--- src/verilog/fbh_pkg.sv ---
package fbh_pkg;

   // -----------------------------------------------------------------
   // Geometry
   // -----------------------------------------------------------------
   localparam int unsigned FBH_ADDR_W      = 21;
   localparam int unsigned FBH_DATA_W      = 16;
   localparam int unsigned FBH_BLK_LSB     = 16;
   localparam int unsigned FBH_BLK_W       = 5;
   localparam int unsigned FBH_BLK_LAST    = 31;
   localparam logic [20:0] FBH_ADDR_LAST   = 21'h1FFFFF;
   localparam logic [20:0] FBH_BLK_SIZE    = 21'h010000;

   // -----------------------------------------------------------------
   // Timing
   // -----------------------------------------------------------------
   localparam int unsigned FBH_CLK_PS      = 4000;
   localparam int unsigned FBH_PD_MIN_NS   = 100;
   localparam int unsigned FBH_PD_CYC      = (FBH_PD_MIN_NS * 1000 + FBH_CLK_PS - 1) / FBH_CLK_PS;
   localparam int unsigned FBH_RD_CYC      = 4;
   localparam int unsigned FBH_WR_CYC      = 4;
   localparam int unsigned FBH_SU_CYC      = 1;
   localparam int unsigned FBH_WAKE_CYC    = 8;

   // -----------------------------------------------------------------
   // Read-mode commands, written before a read
   // -----------------------------------------------------------------
   localparam logic [15:0] FBH_CMD_READ_ARRAY = 16'h00FF;
   localparam logic [15:0] FBH_CMD_READ_ID    = 16'h0090;
   localparam logic [15:0] FBH_CMD_QUERY      = 16'h0098;
   localparam logic [15:0] FBH_CMD_READ_STAT  = 16'h0070;

   typedef enum logic [1:0] {
      FBH_MODE_ARRAY = 2'h0,
      FBH_MODE_ID    = 2'h1,
      FBH_MODE_QUERY = 2'h2,
      FBH_MODE_STAT  = 2'h3
   } fbh_mode_e;

   typedef enum logic [7:0] {
      FBH_ST_PD    = 8'h01,
      FBH_ST_WAKE  = 8'h02,
      FBH_ST_IDLE  = 8'h04,
      FBH_ST_WSU   = 8'h08,
      FBH_ST_WPUL  = 8'h10,
      FBH_ST_WHLD  = 8'h20,
      FBH_ST_RD    = 8'h40,
      FBH_ST_RDONE = 8'h80
   } fbh_state_e;

endpackage

--- src/verilog/fbh_sync.sv ---
`timescale 1ns/1ps
module fbh_sync #(
   parameter int unsigned W = 16
) (
   // Clock and reset
   input  wire logic         clk_sys,
   input  wire logic         resetn,
   // Data
   input  wire logic [W-1:0] d,
   output logic      [W-1:0] q
);
   logic [W-1:0] s1_r;
   logic [W-1:0] s1_nxt;
   logic [W-1:0] q_r;
   logic [W-1:0] q_nxt;

   always_comb begin
      s1_nxt = d;
      q_nxt  = s1_r;
   end

   always_ff @(posedge clk_sys) begin
      if (!resetn) begin
         s1_r <= '0;
         q_r  <= '0;
      end else begin
         s1_r <= s1_nxt;
         q_r  <= q_nxt;
      end
   end

   assign q = q_r;
endmodule

--- src/verilog/fbh_host.sv ---
// Behaviour
// - Host writes the matching read-mode command before a read with req_mode_set whose mode is not already in force.
// - Host drives bank selects and output enable active together to read.
// - Host keeps write strobe and reset pin high during reads.
// - All bus cycles follow ordinary asynchronous processor bus conventions.
// - Host holds reset pin low at least 100 ns for deep power-down.
`timescale 1ns/1ps
module fbh_host
   import fbh_pkg::*;
#(
   parameter int unsigned ADDR_W = FBH_ADDR_W,
   parameter int unsigned DATA_W = FBH_DATA_W
) (
   // Clock and reset
   input  wire logic              clk_sys,
   input  wire logic              resetn,
   // User request
   input  wire logic              req_valid,
   output logic                   req_ready,
   input  wire logic              req_write,
   input  wire logic              req_bank,
   input  wire logic [ADDR_W-1:0] req_addr,
   input  wire logic [DATA_W-1:0] req_wdata,
   input  wire logic              req_mode_set,
   input  wire fbh_mode_e         req_mode,
   output logic                   rsp_valid,
   output logic [DATA_W-1:0]      rsp_rdata,
   output logic [FBH_BLK_W-1:0]   rsp_block,
   // Power and protection control
   input  wire logic              pd_req,
   input  wire logic              wp_allow,
   output logic                   pd_active,
   // Flash pins
   output logic                   reset_powerdown_n,
   output logic                   shared_select_n,
   output logic                   low_bank_select_n,
   output logic                   high_bank_select_n,
   output logic                   oe_n,
   output logic                   we_n,
   output logic                   wp_n,
   output logic [ADDR_W-1:0]      addr,
   input  wire logic [DATA_W-1:0] data_pins_i,
   output logic [DATA_W-1:0]      data_pins_o,
   output logic                   data_pins_oe
);

   // ----------------------------------------------------------------
   // Pin input synchroniser
   // ----------------------------------------------------------------
   logic [DATA_W-1:0] din_s;

   fbh_sync #(.W(DATA_W)) u_sync (
      .clk_sys (clk_sys),
      .resetn  (resetn),
      .d       (data_pins_i),
      .q       (din_s)
   );

   // ----------------------------------------------------------------
   // Bus state
   // ----------------------------------------------------------------
   fbh_state_e        st_r,     st_nxt;
   logic [7:0]        cnt_r,    cnt_nxt;
   logic              bank_r,   bank_nxt;
   logic              sel_r,    sel_nxt;
   logic              oe_r,     oe_nxt;
   logic              we_r,     we_nxt;
   logic              drv_r,    drv_nxt;
   logic              rstp_r,   rstp_nxt;
   logic              rdcmd_r,  rdcmd_nxt;
   logic              moded_r,  moded_nxt;
   fbh_mode_e         mode_r,   mode_nxt;
   fbh_mode_e         pmode_r,  pmode_nxt;
   logic [ADDR_W-1:0] addr_r,   addr_nxt;
   logic [DATA_W-1:0] wd_r,     wd_nxt;
   logic [DATA_W-1:0] rd_r,     rd_nxt;
   logic              rv_r,     rv_nxt;
   logic              pwr_r,    pwr_nxt;

   function automatic logic [DATA_W-1:0] mode_cmd(input fbh_mode_e m);
      case (m)
         FBH_MODE_ID:    mode_cmd = FBH_CMD_READ_ID;
         FBH_MODE_QUERY: mode_cmd = FBH_CMD_QUERY;
         FBH_MODE_STAT:  mode_cmd = FBH_CMD_READ_STAT;
         default:        mode_cmd = FBH_CMD_READ_ARRAY;
      endcase
   endfunction

   always_comb begin
      st_nxt    = st_r;
      cnt_nxt   = cnt_r;
      bank_nxt  = bank_r;
      sel_nxt   = sel_r;
      oe_nxt    = 1'b0;
      we_nxt    = 1'b0;
      drv_nxt   = drv_r;
      rstp_nxt  = rstp_r;
      rdcmd_nxt = rdcmd_r;
      moded_nxt = moded_r;
      mode_nxt  = mode_r;
      pmode_nxt = pmode_r;
      addr_nxt  = addr_r;
      wd_nxt    = wd_r;
      rd_nxt    = rd_r;
      rv_nxt    = 1'b0;
      pwr_nxt   = pwr_r;
      case (st_r)
         FBH_ST_PD: begin
            rstp_nxt = 1'b0;
            sel_nxt  = 1'b0;
            drv_nxt  = 1'b0;
            if (cnt_r < 8'(FBH_PD_CYC)) begin
               cnt_nxt = cnt_r + 8'h01;
            end else if (!pd_req) begin
               rstp_nxt = 1'b1;
               cnt_nxt  = 8'h00;
               st_nxt   = FBH_ST_WAKE;
            end
         end
         FBH_ST_WAKE: begin
            // The device comes back in array mode by itself.
            mode_nxt  = FBH_MODE_ARRAY;
            moded_nxt = 1'b1;
            if (cnt_r < 8'(FBH_WAKE_CYC)) begin
               cnt_nxt = cnt_r + 8'h01;
            end else begin
               st_nxt = FBH_ST_IDLE;
            end
         end
         FBH_ST_IDLE: begin
            sel_nxt = 1'b0;
            drv_nxt = 1'b0;
            cnt_nxt = 8'h00;
            if (pd_req) begin
               st_nxt = FBH_ST_PD;
            end else if (req_valid) begin
               bank_nxt  = req_bank;
               addr_nxt  = req_addr;
               pwr_nxt   = req_write;
               pmode_nxt = req_mode;
               // A read with req_mode_set in a mode other than the current one first writes that mode's command.
               if (req_mode_set && !req_write && !(moded_r && mode_r == req_mode)) begin
                  rdcmd_nxt = 1'b1;
                  wd_nxt    = mode_cmd(req_mode);
                  st_nxt    = FBH_ST_WSU;
               end else if (req_write) begin
                  wd_nxt = req_wdata;
                  st_nxt = FBH_ST_WSU;
               end else begin
                  st_nxt = FBH_ST_RD;
               end
            end
         end
         FBH_ST_WSU: begin
            sel_nxt = 1'b1;
            drv_nxt = 1'b1;
            if (cnt_r < 8'(FBH_SU_CYC)) begin
               cnt_nxt = cnt_r + 8'h01;
            end else begin
               cnt_nxt = 8'h00;
               we_nxt  = 1'b1;
               st_nxt  = FBH_ST_WPUL;
            end
         end
         FBH_ST_WPUL: begin
            we_nxt = 1'b1;
            if (cnt_r < 8'(FBH_WR_CYC)) begin
               cnt_nxt = cnt_r + 8'h01;
            end else begin
               // Strobe rises before select so the latch edge is the strobe's.
               we_nxt  = 1'b0;
               cnt_nxt = 8'h00;
               st_nxt  = FBH_ST_WHLD;
            end
         end
         FBH_ST_WHLD: begin
            // Select and data stay one cycle past the strobe's rise, so the strobe edge latches.
            sel_nxt = 1'b0;
            drv_nxt = 1'b0;
            if (rdcmd_r) begin
               rdcmd_nxt = 1'b0;
               mode_nxt  = pmode_r;
               moded_nxt = 1'b1;
               st_nxt    = pwr_r ? FBH_ST_IDLE : FBH_ST_RD;
            end else begin
               if (wd_r == FBH_CMD_READ_ARRAY) begin
                  mode_nxt  = FBH_MODE_ARRAY;
                  moded_nxt = 1'b1;
               end else begin
                  moded_nxt = 1'b0;
               end
               rv_nxt = 1'b1;
               st_nxt = FBH_ST_IDLE;
            end
         end
         FBH_ST_RD: begin
            // Write strobe stays high and selects plus output enable go low together.
            sel_nxt = 1'b1;
            oe_nxt  = 1'b1;
            drv_nxt = 1'b0;
            if (cnt_r < 8'(FBH_RD_CYC)) begin
               cnt_nxt = cnt_r + 8'h01;
            end else begin
               rd_nxt = din_s;
               st_nxt = FBH_ST_RDONE;
            end
         end
         FBH_ST_RDONE: begin
            // Output enable and selects drop together; the device then floats its pins.
            oe_nxt   = 1'b0;
            sel_nxt  = 1'b0;
            rv_nxt   = 1'b1;
            cnt_nxt  = 8'h00;
            st_nxt   = FBH_ST_IDLE;
         end
         default: begin
            st_nxt = FBH_ST_PD;
         end
      endcase
   end

   always_ff @(posedge clk_sys) begin
      if (!resetn) begin
         st_r    <= FBH_ST_PD;
         cnt_r   <= 8'h00;
         bank_r  <= 1'b0;
         sel_r   <= 1'b0;
         oe_r    <= 1'b0;
         we_r    <= 1'b0;
         drv_r   <= 1'b0;
         rstp_r  <= 1'b0;
         rdcmd_r <= 1'b0;
         moded_r <= 1'b0;
         mode_r  <= FBH_MODE_ARRAY;
         pmode_r <= FBH_MODE_ARRAY;
         addr_r  <= '0;
         wd_r    <= '0;
         rd_r    <= '0;
         rv_r    <= 1'b0;
         pwr_r   <= 1'b0;
      end else begin
         st_r    <= st_nxt;
         cnt_r   <= cnt_nxt;
         bank_r  <= bank_nxt;
         sel_r   <= sel_nxt;
         oe_r    <= oe_nxt;
         we_r    <= we_nxt;
         drv_r   <= drv_nxt;
         rstp_r  <= rstp_nxt;
         rdcmd_r <= rdcmd_nxt;
         moded_r <= moded_nxt;
         mode_r  <= mode_nxt;
         pmode_r <= pmode_nxt;
         addr_r  <= addr_nxt;
         wd_r    <= wd_nxt;
         rd_r    <= rd_nxt;
         rv_r    <= rv_nxt;
         pwr_r   <= pwr_nxt;
      end
   end

   // ----------------------------------------------------------------
   // Pin drive
   // ----------------------------------------------------------------
   // Shared select plus low select picks the first bank, plus high select the second.
   assign shared_select_n    = ~sel_r;
   assign low_bank_select_n  = ~(sel_r & ~bank_r);
   assign high_bank_select_n = ~(sel_r & bank_r);
   assign oe_n               = ~oe_r;
   assign we_n               = ~we_r;
   assign reset_powerdown_n  = rstp_r;
   assign wp_n               = wp_allow;
   assign addr               = addr_r;
   assign data_pins_o        = wd_r;
   assign data_pins_oe       = drv_r;
   assign pd_active          = (st_r == FBH_ST_PD);
   assign req_ready          = (st_r == FBH_ST_IDLE) && !pd_req;
   assign rsp_valid          = rv_r;
   assign rsp_rdata          = rd_r;
   assign rsp_block          = addr_r[FBH_BLK_LSB +: FBH_BLK_W];

endmodule

--- config.mk ---
export PLATFORM = sky130hd
export DESIGN_NAME = fbh_host
export DESIGN_NICKNAME = d
export VERILOG_FILES = /design/src/verilog/fbh_pkg.sv /design/src/verilog/fbh_sync.sv /design/src/verilog/fbh_host.sv
export SDC_FILE = /design/constraint.sdc
export NUM_CORES = 1
export LEC_CHECK = 0
export BUFFER_PORTS_ARGS = -buffer_cell sky130_fd_sc_hd__buf_2
export CORE_MARGIN = 2
export CORE_UTILIZATION = 30
export CTS_CLUSTER_SIZE = 10
export DETAILED_ROUTE_END_ITERATION = 7
export PLACE_DENSITY = 0.57
export SLEW_MARGIN = 20
export SYNTH_ARGS = -nofsm -noshare
export SYNTH_HDL_FRONTEND = slang
export SYNTH_SLANG_ARGS = --single-unit
--- constraint.sdc ---
create_clock -name clk_sys -period 2.5 [get_ports clk_sys]
set_input_delay 0 -clock clk_sys [delete_from_list [all_inputs] [get_ports clk_sys]]
set_output_delay 0 -clock clk_sys [all_outputs]
set_load 0.01 [all_outputs]
## After elaboration in Yosys (flattened, before gate mapping)

Index checks and enable logic that the tools add are counted.

- Register bits: 115
- Output and inout port bits: 69
- Input bits: 63
- Word-level logic and storage cells: 128

- Mux-type cells: 43
- Add/subtract/negate cells: 1
- Magnitude comparators: 4
- Reduce and logical (&&, ||, !) cells: 24
- Bitwise gates (word level): 10
- Equality and inequality tests: 27

Operators by type and width:

| kind | count |
|---|---|
| $mux 8 | 14 |
| $pmux 8 s8 | 1 |
| $pmux 8 s6 | 1 |
| $mux 16 | 2 |
| $mux 7 | 4 |
| $pmux 8 s3 | 1 |
| $ne 2x2->1 const B | 11 |
| $eq 16x8->1 const B | 1 |
| $pmux 1 s2 | 6 |
| $reduce_and 4->1 | 3 |
| $mux 1 | 11 |
| $reduce_bool 2->1 | 5 |
| $add 8x1->8 const B | 1 |
| $eq 8x1->1 const B | 1 |
| $eq 8x2->1 const B | 1 |
| $eq 8x3->1 const B | 1 |
| $eq 8x4->1 const B | 1 |
| $eq 8x5->1 const B | 1 |
| $eq 8x6->1 const B | 1 |
| $eq 8x7->1 const B | 1 |
| $eq 8x8->1 const B | 1 |
| $lt 8x1->1 const B | 1 |
| $lt 8x3->1 const B | 1 |
| $lt 8x4->1 const B | 1 |
| 18 further kinds | 37 |

## Depth between registers and ports, before layout

Gate-level depths: netlist of the first run.

- Depth after elaboration: 8
- Mapped depth: 8
- Gate-level depth less buffers: 8

## By module

From an unflattened synthesis of the first run, not the netlist that was laid out.

- Cells, all modules: 510
- Area, all modules: 4595.7 um^2

Modules (own cells, without submodules):

| module | sequential area each (um^2) | area an instance (um^2) | instances | cells each |
|---|---|---|---|---|
| fbh_host | 1661.6 | 3699.8 | 1 | 443 |
| fbh_sync | 640.6 | 895.9 | 1 | 67 |

## Worst setup path after synthesis of the first run

No wires, ideal clock.

- Path type: reg-to-reg
- From: register st_r[3]
- To: register cnt_r[2]
- Library setup time: 0.127 ns
- Arrival: 1.952 ns
- Period minus slack after synthesis: 2.079 ns
- Buffers on the path: 1
- Stages on the path, launching flop included: 8
- Required time: 2.373 ns
- Path slack: 0.421 ns
- Path through: dfxtp_1 buf_4 or4_4 nor4_4 nand3b_2 o2111ai_4 nand2b_4 o211ai_1

- Elaborated cells between the ends (all ways): 14
- Those cells by class: eq/ne (10); mux (1); reduce/logical (3)

RTL lines:

| what | line | RTL |
|---|---|---|
| start, declared | fbh_host.sv:62 | `fbh_state_e st_r, st_nxt;` |
| start signal, assigned | fbh_host.sv:242 | `st_r <= st_nxt;` |
| $eq 8x1->1 (*) | -- |  |
| via pd_active | fbh_host.sv:32 | `output logic pd_active,` |
| $ne 3x2->1 (no source line) or $reduce_bool 6->1 (tied branches) | -- |  |
| $reduce_and 4->1 (no source line) | -- |  |
| end signal, assigned | fbh_host.sv:243 | `cnt_r <= cnt_nxt;` |
| end, declared | fbh_host.sv:63 | `logic [7:0] cnt_r, cnt_nxt;` |

The timed path passes the listed nets; every way through them passes the cells marked *.
A chain may end at the register's enable or synchronous reset.

## Worst setup path after layout of the first run

- From: register st_r[7]
- To: register cnt_r[4]

- Longest elaborated chain between the ends: 4
- Elaborated cells between the ends (all ways): 14
- Those cells by class: eq/ne (10); mux (1); reduce/logical (3)

Ends and longest elaborated chain:

| what | line | RTL |
|---|---|---|
| $eq 8x3->1 or $eq 8x8->1 (tied branches) | fbh_host.sv:107 | `case (st_r)` |
| $reduce_or 2->1 (no source line) | -- |  |
| $reduce_bool 6->1 (no source line) | -- |  |
| $reduce_and 4->1 (no source line) | -- |  |

Several ways; a longest one is shown, not always the timed one.

==> impl_metrics.csv, run 1 <==
group,metric,value,unit
outcome,status,"finished clean",
setup_path,timing.critical_path.arrival,2.48,ns
yosys,simple_gate_area_share_of_the_yosys_netlist,26.5,%
power_and_ir_drop,power_frac_seq,43.2,%
yosys,synth_compound_area_share,14.2,%
timing,setup_viol,0,
timing,setup_tns,0,ns
yosys,yosysWarnings,0,
cells_and_area,fin_area,6480,µm²
timing,hold-worst-slack,0.00000448,ns
cells_and_area,n_antenna_cell,0,
power_and_ir_drop,power.static_leakage,2.75,nW
job,drv_cap,0,
cts,cts-root-buf,"sky130_fd_sc_hd__clkbuf_16",
timing,final.period_utilization,86.6,%
yosys,postSynthNetCount,576,
power_and_ir_drop,power.combinational.fraction,5.0,%
yosys,synth-edff-count,0,
power_and_ir_drop,clk_network_pwr_share,51.8,%
yosys,synth_seq_cells,115,
yosys,postSynthCellCount,508,
placement,port-buffer-count,129,
grt,grt_max_degree,52,
yosys,synthFlopType,"sky130_fd_sc_hd__dfxtp_1",
cells_and_area,layout.cells.most_common,"sky130_fd_sc_hd__buf_2",
yosys,post_synth_fa_ha_maj_area_fraction,1.36,%
route,detailedRoute.firstIterationViolations,197,
setup_path,cp-end-kind,"flip-flop",
cells_and_area,most-common-layout-cells,"sky130_fd_sc_hd__buf_2 (129), sky130_fd_sc_hd__dfxtp_1 (115), sky130_fd_sc_hd__nand2_1 (98)",
timing,slew_violations,0,
power_and_ir_drop,max-vdd-ir-drop,451,µV
yosys,synth-xor-area-share,0.955,%
cts,cts_hold_buffers,57,
yosys,synth_mux_area_share,1.09,%
timing,clock-skew-final,0.00636,ns
cells_and_area,layout.nets,759,
timing,period_needed,2.17,ns
floorplanning,die-height,128,µm
floorplanning,floorplan.rows,45,
power_and_ir_drop,pwr_density_cell,669,nW/µm²
cts,cts.repair.resized,0,
floorplanning,initial_utilization,30.4,%
cts,clk_transition_reported_paths,0.05,ns
yosys,syn_std_cell_area,4590,µm²
cts,post_cts_setup_inserts,0,
grt,grt_antenna_before_repair,0,
power_and_ir_drop,netSwitchingFraction,22.3,%
placement,dp_hpwl,7.91,mm
power_and_ir_drop,p_sw,969,µW
cts,clock_insertion_delay_worst_skew,0.41,ns
timing,timing.fmax,0.462,GHz
route,drt-pass1-iter-count,5,
cts,cts_buffer_depth,2,
yosys,ys_types,62,
grt,gr-total-overflow,0,
route,antenna_violating_nets_post_route,0,
cts,cts-htree-levels,4,
grt,globalRouteTotalUtil,15.1,%
yosys,synth.avg_cell_area,9.03,µm²
floorplanning,chipWidth,128,µm
route,route.detailed.drc,0,
hold_path,worst_hold_path_type,"input port to output port",
cts,cts-buffers-inserted,17,
cts,cts_sinks,115,
cells_and_area,drive_above_1_share,27.9,%
cells_and_area,areaGrowthSynthToFinish,41.4,%
route,num_vias,4185,
placement,finalWeightedCongestion,0.892,
route,vias_per_cell,4.70,
cts,tritoncts,"done",
timing,tightest_slew,0.842,ns
placement,placement.cell_area,5360,µm²
timing,final_hold_viol_count,0,
route,drt-wirelength-per-cell,13.5,µm
floorplanning,die-area,16300,µm²
setup_path,path_class,"flip-flop to flip-flop",
timing,grt_setup_unrepaired,"no",
floorplanning,boundaryPins,132,
setup_path,worstPathMaxFanout,10,
timing,max_slew_margin_vs_limit,43.8,%
yosys,synth-seq-area-share,50.2,%
yosys,async_reset_ff_share,0,%
yosys,combinational_family_with_the_most_area_after_synthesis,"simple AND/OR/NAND/NOR gates",
floorplanning,core,15100,µm²
grt,first_global_vias,4057,
setup_path,critical_path_required,2.81,ns
setup_path,startpoint_type,"flip-flop",
cells_and_area,n_fill_cell,1460,
grt,grt_first_pass_wirelength,19.4,mm
power_and_ir_drop,cell_internal_pwr,3.37,mW
route,routed_wire_length,12.0,mm
[worst max-delay path, stage by stage, from the launching register on]
cell and delay, ns:
sky130_fd_sc_hd__dfxtp_1 0.58, sky130_fd_sc_hd__xor2_1 0.18, sky130_fd_sc_hd__a22oi_1 0.12, sky130_fd_sc_hd__o21ai_0 0.37, sky130_fd_sc_hd__o2111ai_4 0.29, sky130_fd_sc_hd__nand2b_4 0.24, sky130_fd_sc_hd__o41ai_2 0.27
[cell families (layout without fill, tap and decap cells)]
kind of cell               Yosys count  count (layout)
and+or+nand+nor                    229             229
DFF                                115             115
AOI/OAI and AO/OA                  100             100
buffers and inverters               49             243
adders and majority gates            5               5
xor gates and xnor gates             5               5
muxes                                5               5
[per-layer routing]
layer  routed length (µm)  GRT usage, %  vias up
met4                  255          6.98        0
met3                  677          4.10       20
met2                 5770          25.9      137
li1                     -             -     2098
met5                    0             0        -
met1                 5290          17.6     1930
[synthesized netlist by cell type, types with 2 or more instances]
cell | instances | area, µm²
sky130_fd_sc_hd__buf_2 | 4 | 20.0
sky130_fd_sc_hd__a211oi_1 | 3 | 22.5
sky130_fd_sc_hd__or3b_2 | 2 | 17.5
sky130_fd_sc_hd__and3_1 | 7 | 43.8
sky130_fd_sc_hd__a211oi_2 | 2 | 25.0
sky130_fd_sc_hd__nand3b_1 | 3 | 22.5
sky130_fd_sc_hd__nor2_1 | 36 | 135
sky130_fd_sc_hd__a22oi_1 | 9 | 67.6
sky130_fd_sc_hd__xor2_1 | 3 | 26.3
sky130_fd_sc_hd__o211ai_1 | 4 | 30.0
sky130_fd_sc_hd__nand2_1 | 98 | 368
sky130_fd_sc_hd__buf_4 | 9 | 67.6
sky130_fd_sc_hd__or4_1 | 2 | 15.0
sky130_fd_sc_hd__inv_1 | 13 | 48.8
sky130_fd_sc_hd__and2_1 | 33 | 206
sky130_fd_sc_hd__mux2i_1 | 5 | 50.1
sky130_fd_sc_hd__buf_6 | 5 | 56.3
sky130_fd_sc_hd__o21ai_0 | 11 | 55.1
sky130_fd_sc_hd__nand3_1 | 11 | 55.1
sky130_fd_sc_hd__clkbuf_1 | 16 | 60.1
sky130_fd_sc_hd__a32oi_1 | 3 | 26.3
sky130_fd_sc_hd__a21oi_1 | 53 | 265
sky130_fd_sc_hd__ha_1 | 5 | 62.6
sky130_fd_sc_hd__nor4_4 | 3 | 63.8
sky130_fd_sc_hd__dfxtp_1 | 115 | 2300
sky130_fd_sc_hd__or4_4 | 2 | 22.5
sky130_fd_sc_hd__nand4_1 | 5 | 31.3
sky130_fd_sc_hd__nor3_1 | 4 | 20.0
sky130_fd_sc_hd__xnor2_1 | 2 | 17.5
sky130_fd_sc_hd__nand4b_1 | 4 | 35.0
sky130_fd_sc_hd__nand2b_1 | 5 | 31.3
[sequential cells by signal, summed over array words and instances (netlist names), 2 cells and up]
name / cells
u_sync.q_nxt: 16
data_pins_o: 16
addr: 21
pmode_r: 2
st_r: 8
u_sync.q: 16
rsp_rdata: 16
cnt_r: 8
mode_r: 2
[worst paths after layout]
path	startpoint	cells after the start	end	slack, ns
worst min register to register	u_sync.q_nxt[1]	1	u_sync.q[1]	0.43
worst max-delay path	st_r[7]	6	cnt_r[4]	0.33
worst min-delay path	wp_allow	0	wp_n	0.000004
worst max register to register	st_r[7]	6	cnt_r[4]	0.33
[per-stage QoR]
stage	power, mW	setup WS (ns)	instances	util [%]
after floorplan	1.98	0.421	508	-
after global placement	2.06	0.401	803	35.5
after detailed placement	2.06	0.342	803	35.5
after CTS	4.40	0.341	890	43.0
after global routing	4.52	0.169	890	43.0
final	4.34	0.334	890	43.0
[power by group through the flow]
stage               sequential (mW)  clock, mW  combinational (mW)
finish                         1.87       2.25               0.216
global route                   1.88       2.40               0.238
CTS                            1.87       2.31               0.216
detailed placement             1.91          0               0.148
global placement               1.91          0               0.145
floorplan                      1.91          0              0.0742
[final cells by class]
type,count,area (µm²),area share (%)
clock buffer,18,439,6.77
tap,188,235,3.63
multi-input combinational,344,2030,31.3
sequential,115,2300,35.5
timing repair buffer,199,1310,20.3
inverter,14,52.6,0.811
clock inverter,12,110,1.70
Power figures use the tool's default switching activity.
==> inputs of run 2 (changes only) <==
--- a/config.mk
+++ b/config.mk
@@ -7,10 +7,10 @@
 export LEC_CHECK = 0
 export BUFFER_PORTS_ARGS = -buffer_cell sky130_fd_sc_hd__buf_2
 export CORE_MARGIN = 2
-export CORE_UTILIZATION = 30
+export CORE_UTILIZATION = 51
 export CTS_CLUSTER_SIZE = 10
 export DETAILED_ROUTE_END_ITERATION = 7
-export PLACE_DENSITY = 0.57
+export PLACE_DENSITY = 0.85
 export SLEW_MARGIN = 20
 export SYNTH_ARGS = -nofsm -noshare
 export SYNTH_HDL_FRONTEND = slang
==> run 2 against run 1 <==
Net effect:
- final cell count decreased by 8.8%
- worst setup slack lost 0.30 ns
- power increased by 10%
- sequential power hardly changed
- clock-buffer cell count is 4 higher
- maximum frequency down 12%
- non-clock buffer count grew 1
- clock power is 19% higher
- critical path depth stayed put
- flip-flop and latch count is the same
- global-route usage grew 14 points
- critical endpoint is now data_pins_o[9]
- highest routed layer unchanged
==> impl_metrics.csv, run 2 (synthesis results as in run 1) <==
group,metric,value,unit
timing,timing.fmax,0.405,GHz
cells_and_area,n_antenna_cell,0,
power_and_ir_drop,pwr_density_cell,735,nW/µm²
timing,setup_viol,0,
floorplanning,die-area,9770,µm²
route,met3WireLength,1.11,mm
cells_and_area,layout.nets,760,
cells_and_area,drive_above_1_share,27.4,%
setup_path,critical_path_required,2.88,ns
route,top_signal_layer_used,"met4",
route,met2WireLength,7.19,mm
grt,grt_antenna_before_repair,0,
route,antenna_violating_nets_post_route,0,
cells_and_area,most-common-layout-cells,"sky130_fd_sc_hd__buf_2 (129), sky130_fd_sc_hd__dfxtp_1 (114), sky130_fd_sc_hd__nand2_1 (98)",
setup_path,cp_slowest_stage_delay,0.61,ns
hold_path,whs_endpoint,"wp_n",
outcome,status,"finished clean",
floorplanning,initial_utilization,52.6,%
cells_and_area,largest_reg_flops,21,
placement,finalWeightedCongestion,0.835,
timing,max_slew_margin_vs_limit,60.2,%
setup_path,worst-r2r-setup-slack,0.03,ns
cts,cts-htree-levels,4,
placement,dp_hpwl,7.56,mm
cells_and_area,layout.cells.most_common,"sky130_fd_sc_hd__buf_2",
power_and_ir_drop,power.static_leakage,2.81,nW
floorplanning,boundaryPins,132,
setup_path,worst_path_dominant_cell_family,"simple AND/OR/NAND/NOR gates",
timing,slew_violations,0,
floorplanning,floorplan.rows,34,
floorplanning,chipWidth,98.8,µm
grt,grt_max_degree,57,
setup_path,timing.critical_path.arrival,2.84,ns
hold_path,worst_min_delay_path_startpoint,"wp_allow",
timing,final_hold_viol_count,0,
route,vias_per_cell,5.69,
route,route.detailed.drc,0,
cts,clk_transition_reported_paths,0.06,ns
route,routed_wire_length,14.1,mm
setup_path,rr_startpoint,"st_r[6]",
floorplanning,core,8720,µm²
timing,final.period_utilization,98.7,%
setup_path,reg2reg_depth,6,
floorplanning,die-height,98.8,µm
cts,clock_insertion_delay_worst_skew,0.51,ns
timing,setup_tns,0,ns
placement,port-buffer-count,129,
grt,gr-total-overflow,0,
cts,cts-buffers-inserted,17,
timing,clock-skew-final,0.00661,ns
setup_path,r2r_end,"data_pins_o[9]",
power_and_ir_drop,max-vdd-ir-drop,583,µV
job,drv_cap,0,
route,detailedRoute.firstIterationViolations,437,
setup_path,cp-end-kind,"flip-flop",
cts,cts-root-buf,"sky130_fd_sc_hd__clkbuf_8",
grt,globalRouteTotalUtil,29.0,%
setup_path,worstPathBufferInverterCount,0,
grt,grt_first_pass_wirelength,22.4,mm
grt,first_global_vias,4700,
cells_and_area,postLayoutCoreUtil,74.8,%
route,drt-wirelength-per-cell,17.4,µm
hold_path,holdPathStages,0,
timing,tightest_slew,0.597,ns
setup_path,startpoint_type,"flip-flop",
cts,tritoncts,"done",
setup_path,crit_slowest_cell,"sky130_fd_sc_hd__or4_4",
cells_and_area,n_fill_cell,491,
setup_path,path_class,"flip-flop to flip-flop",
route,drt-pass1-iter-count,6,
cells_and_area,areaGrowthSynthToFinish,42.2,%
power_and_ir_drop,fin_total_pwr,4.79,mW
route,num_vias,4620,
hold_path,worst_hold_path_type,"input port to output port",
setup_path,crit_path_cell_trace,"or4_4 -> nor3_4 -> and2_1 -> o21ai_4 -> a22oi_1 -> nor2_1",
route,m1WireLength,5.13,mm
cts,cts_buffer_depth,2,
setup_path,worstPathMaxFanout,11,
timing,period_needed,2.47,ns
cts,cts_sinks,115,
-- run 2: where the power goes --
group	internal (mW)	switching, mW	leakage (nW)	total (mW)
logic	0.129	0.103	1.56	0.231
clock network	1.87	0.817	0.315	2.68
registers	1.86	0.0125	0.934	1.88
total	3.86	0.932	2.81	4.79
-- run 2: layout make-up --
class                      count  area (µm²)  share of cell area [%]
sequential                   115        2300                    35.3
multi-input combinational    344        2040                    31.4
timing repair buffer         200        1330                    20.4
clock buffer                  22         453                    6.95
clock inverter                 9         201                    3.09
tap                          108         135                    2.07
inverter                      14        52.6                   0.806
-- run 2: repair_timing --
action | CTS | global route
gates resized for setup | 0 | 3
hold buffers | 61 | 0
endpoints found under the setup margin | 0 | 1
setup buffers | 0 | 0
endpoints found under the hold margin | 71 | 0
-- run 2: per-stage QoR --
| stage | setup WS (ns) | instances | hold slack, ns | cell area, µm² |
|---|---|---|---|---|
| global route | -0.0104 | 812 | 0.0000665 | 6520 |
| global placement | 0.245 | 720 | 0.0000686 | 5240 |
| detailed placement | 0.203 | 720 | 0.0000686 | 5240 |
| CTS | 0.0411 | 812 | 0.0000686 | 6500 |
| finish | 0.0317 | 812 | 0.0000219 | 6520 |
| floorplan | 0.421 | 508 | 0.0414 | 4590 |
-- run 2: worst max path at each step --
stage,startpoint,end,slack (ns),depth (start not counted)
2_1_floorplan,st_r[3],cnt_r[2],0.42,7
3_3_place_gp,st_r[4],cnt_r[3],0.24,6
3_5_place_dp,st_r[4],cnt_r[3],0.20,6
4_1_cts,st_r[4],st_r[1],0.04,6
5_1_grt,st_r[0],addr[9],-0.01,6
6_report,st_r[6],data_pins_o[9],0.03,6
-- run 2: metal layers --
metal	vias up	GRT usage, %
met1	2174	30.1
met3	72	8.01
met5	-	0
met2	279	51.3
li1	2095	-
met4	0	18.4
==> inputs of run 3 (changes only) <==
--- a/config.mk
+++ b/config.mk
@@ -5,12 +5,14 @@
 export SDC_FILE = /design/constraint.sdc
 export NUM_CORES = 1
 export LEC_CHECK = 0
+export ABC_AREA = 1
 export BUFFER_PORTS_ARGS = -buffer_cell sky130_fd_sc_hd__buf_2
 export CORE_MARGIN = 2
-export CORE_UTILIZATION = 51
+export CORE_UTILIZATION = 52
 export CTS_CLUSTER_SIZE = 10
 export DETAILED_ROUTE_END_ITERATION = 7
 export PLACE_DENSITY = 0.85
+export SETUP_SLACK_MARGIN = 0.2
 export SLEW_MARGIN = 20
 export SYNTH_ARGS = -nofsm -noshare
 export SYNTH_HDL_FRONTEND = slang
==> run 3 against run 2 <==
Net effect:
- routed wire length fell by 5.7%
- clock power fell by 13%
- non-clock buffer count fell by 12
- largest power group unchanged
==> impl_metrics.csv, run 3 <==
group,metric,value,unit
setup_path,cp-end-kind,"flip-flop",
power_and_ir_drop,power_frac_seq,38.8,%
placement,placement.cell_area,5440,µm²
yosys,synth_seq_cells,115,
power_and_ir_drop,clk_network_pwr_share,47.3,%
cts,cts-root-buf,"sky130_fd_sc_hd__clkbuf_8",
placement,placement.setup.worst_slack,0.560,ns
yosys,syn_std_cell_area,4800,µm²
setup_path,rr_startpoint,"st_r[6]",
setup_path,worstPathMaxFanout,33,
hold_path,worst_hold_path_type,"input port to output port",
cells_and_area,register_area,2300,µm²
yosys,synth.most_common_cell,"sky130_fd_sc_hd__nand2_1",
power_and_ir_drop,pwr_density_cell,751,nW/µm²
power_and_ir_drop,cell_internal_pwr,3.51,mW
timing,tightest_slew,1.01,ns
timing,max_slew_margin_vs_limit,32.7,%
power_and_ir_drop,max-vdd-ir-drop,554,µV
timing,fin_ws,0.489,ns
yosys,netlist_top_cells_count,"sky130_fd_sc_hd__nand2_1 (144), sky130_fd_sc_hd__nor2_1 (134), sky130_fd_sc_hd__dfxtp_1 (115), sky130_fd_sc_hd__inv_1 (74), sky130_fd_sc_hd__o21ai_0 (58)",
hold_path,holdPathStages,0,
setup_path,worst_path_dominant_cell_family,"simple AND/OR/NAND/NOR gates",
cells_and_area,layout.nets,913,
cells_and_area,n_fill_cell,647,
cells_and_area,layout.cells.most_common,"sky130_fd_sc_hd__nand2_1",
yosys,ys_types,29,
grt,grt_antenna_before_repair,1,
setup_path,cp_slowest_stage_delay,0.35,ns
yosys,async_reset_ff_share,0,%
grt,grt_max_degree,85,
cells_and_area,most-common-layout-cells,"sky130_fd_sc_hd__nand2_1 (144), sky130_fd_sc_hd__nor2_1 (134), sky130_fd_sc_hd__buf_2 (129)",
floorplanning,die-height,100,µm
yosys,synth-seq-area-share,47.9,%
timing,setup_tns,0,ns
power_and_ir_drop,p_sw,1.44,mW
grt,gr-total-overflow,0,
setup_path,timing.critical_path.arrival,2.41,ns
route,route.detailed.drc,0,
yosys,postSynthCellCount,666,
timing,grt_setup_unrepaired,"no",
hold_path,worst_min_delay_path_startpoint,"wp_allow",
yosys,synth_area_leaders,"sky130_fd_sc_hd__dfxtp_1 (48%), sky130_fd_sc_hd__nand2_1 (11%), sky130_fd_sc_hd__nor2_1 (10%), sky130_fd_sc_hd__o21ai_0 (6.0%), sky130_fd_sc_hd__inv_1 (5.8%)",
placement,finalWeightedCongestion,0.904,
floorplanning,die-area,10000,µm²
cts,cts_buffer_depth,2,
placement,port-buffer-count,129,
cts,clock_insertion_delay_worst_skew,0.52,ns
route,drt-wirelength-per-cell,13.7,µm
cts,cts-buffers-inserted,17,
job,drv_cap,0,
setup_path,critical_path_required,2.90,ns
cts,cts_sinks,115,
yosys,synth.avg_cell_area,7.21,µm²
setup_path,cpMostUsedCell,"sky130_fd_sc_hd__nand2_4",
grt,first_global_vias,4909,
cells_and_area,final-instance-count-excl-fill,970,
setup_path,crit_slowest_cell,"sky130_fd_sc_hd__dfxtp_1",
hold_path,whs_endpoint,"wp_n",
setup_path,worstPathBufferInverterCount,2,
floorplanning,core,9110,µm²
route,detailedRoute.firstIterationViolations,381,
timing,clock-skew-final,0.00998,ns
outcome,status,"finished clean",
cells_and_area,multi_input_comb_area,2040,µm²
placement,dp_hpwl,7.76,mm
power_and_ir_drop,power.static_leakage,3.41,nW
grt,globalRouteTotalUtil,27.6,%
cells_and_area,largest_reg_flops,21,
floorplanning,floorplan.rows,35,
cts,cts-htree-levels,4,
floorplanning,chipWidth,100,µm
power_and_ir_drop,power.combinational.fraction,13.9,%
timing,final_hold_viol_count,0,
cells_and_area,fin_area,6590,µm²
setup_path,r2r_end,"data_pins_o[2]",
cells_and_area,drive_above_1_share,22.4,%
timing,period_needed,2.01,ns
route,drt-pass1-iter-count,8,
route,vias_per_cell,5.15,
timing,slew_violations,0,
yosys,postSynthNetCount,734,
placement,dp_cells,879,
power_and_ir_drop,netSwitchingFraction,29.2,%
setup_path,path_class,"flip-flop to flip-flop",
yosys,synth-edff-count,0,
yosys,synth.largest_area_cell,"sky130_fd_sc_hd__dfxtp_1",
timing,timing.fmax,0.497,GHz
setup_path,crit_path_cell_trace,"nor2_4 -> nand2_4 -> inv_4 -> nand2_4 -> nor2_8 -> nand2_4 -> clkinv_4 -> nand2_4 -> o21ai_0 -> nor2_1",
timing,setup_viol,0,
floorplanning,initial_utilization,52.7,%
cells_and_area,areaGrowthSynthToFinish,37.2,%
setup_path,worst-r2r-setup-slack,0.49,ns
grt,grt_first_pass_wirelength,22.0,mm
floorplanning,boundaryPins,132,
cts,tritoncts,"done",
cts,cts.repair.resized,0,
yosys,yosysWarnings,0,
setup_path,reg2reg_depth,10,
yosys,synthFlopType,"sky130_fd_sc_hd__dfxtp_1",
setup_path,startpoint_type,"flip-flop",
route,routed_wire_length,13.3,mm
timing,hold-worst-slack,0.00000449,ns
yosys,yosysTopAreaCellShare,47.9,%
route,antenna_violating_nets_post_route,0,
cts,clk_transition_reported_paths,0.06,ns
route,num_vias,4996,
timing,final.period_utilization,80.5,%
-- run 3: cell count changes after synthesis, moves of 6 or more --
cell	before	now
sky130_fd_sc_hd__nor2_1	36	134
sky130_fd_sc_hd__inv_1	13	74
sky130_fd_sc_hd__o21ai_0	11	58
sky130_fd_sc_hd__nand2_1	98	144
sky130_fd_sc_hd__and2_1	33	0
sky130_fd_sc_hd__nand3_1	11	26
sky130_fd_sc_hd__a21oi_1	53	40
sky130_fd_sc_hd__a22oi_1	9	0
sky130_fd_sc_hd__and3_1	7	0
sky130_fd_sc_hd__nand2_2	0	6
sky130_fd_sc_hd__nor2_2	0	6
-- run 3: repair_timing --
item / in CTS / in global routing
buffers inserted: 0 / 0
hold buffers: 58 / 0
hold endpoints to repair: 58 / 0
endpoints found under the setup margin: 0 / 0
-- run 3: cell families after synthesis --
| kind of cell | after synthesis | synth area share [%] |
|---|---|---|
| and+or+nand+nor | 338 | 30.2 |
| DFF | 115 | 47.9 |
| buffers and inverters | 106 | 9.59 |
| AOI/OAI and AO/OA | 101 | 10.8 |
| adders and majority gates | 5 | 1.30 |
| xor gates and xnor gates | 1 | 0.182 |
-- run 3: layer usage --
| metal | GRT usage (%) | wire length [µm] | up-vias |
|---|---|---|---|
| li1 | - | - | 2435 |
| met1 | 32.2 | 5320 | 2260 |
| met2 | 48.4 | 6680 | 256 |
| met3 | 5.36 | 935 | 45 |
| met4 | 13.6 | 393 | 0 |
| met5 | 0 | 0 | - |
-- run 3: worst max-delay path by stage --
stage / startpoint / end / slack [ns] / cells after the start
after global placement: st_r[6] / data_pins_o[5] / 0.65 / 10
final: st_r[6] / data_pins_o[2] / 0.49 / 10
after detailed placement: st_r[6] / data_pins_o[2] / 0.56 / 10
after global routing: mode_r[0] / data_pins_o[2] / 0.28 / 8
after floorplan: cnt_r[0] / st_r[4] / 0.97 / 10
after CTS: cnt_r[3] / cnt_r[4] / 0.55 / 7
-- run 3: metrics by stage --
step	power, mW	util [%]
CTS	4.93	72.3
detailed placement	2.54	59.7
finish	4.95	72.3
global placement	2.53	59.7
global route	5.14	72.3
floorplan	2.38	-
-- run 3: cell type report --
type,instances,area share [%]
sequential,115,34.9
clock inverter,15,2.39
inverter,78,4.56
multi-input combinational,445,31.0
clock buffer,17,6.28
antenna,1,0.0380
tap,111,2.11
timing repair buffer,188,18.7
-- run 3: worst reg2reg max path, stage by stage, from the launching register on --
cell and delay [ns]:
sky130_fd_sc_hd__dfxtp_1 0.35, sky130_fd_sc_hd__nor2_4 0.21, sky130_fd_sc_hd__nand2_4 0.12, sky130_fd_sc_hd__inv_4 0.08, sky130_fd_sc_hd__nand2_4 0.07, sky130_fd_sc_hd__nor2_8 0.11
sky130_fd_sc_hd__nand2_4 0.20, sky130_fd_sc_hd__clkinv_4 0.27, sky130_fd_sc_hd__nand2_4 0.17, sky130_fd_sc_hd__o21ai_0 0.22, sky130_fd_sc_hd__nor2_1 0.09
-- run 3: power by group through the flow --
stage	logic, mW	clock network (mW)	registers, mW
detailed placement	0.581	0	1.96
finish	0.689	2.34	1.92
global placement	0.568	0	1.96
CTS	0.664	2.35	1.92
floorplan	0.432	0	1.95
global route	0.768	2.44	1.93
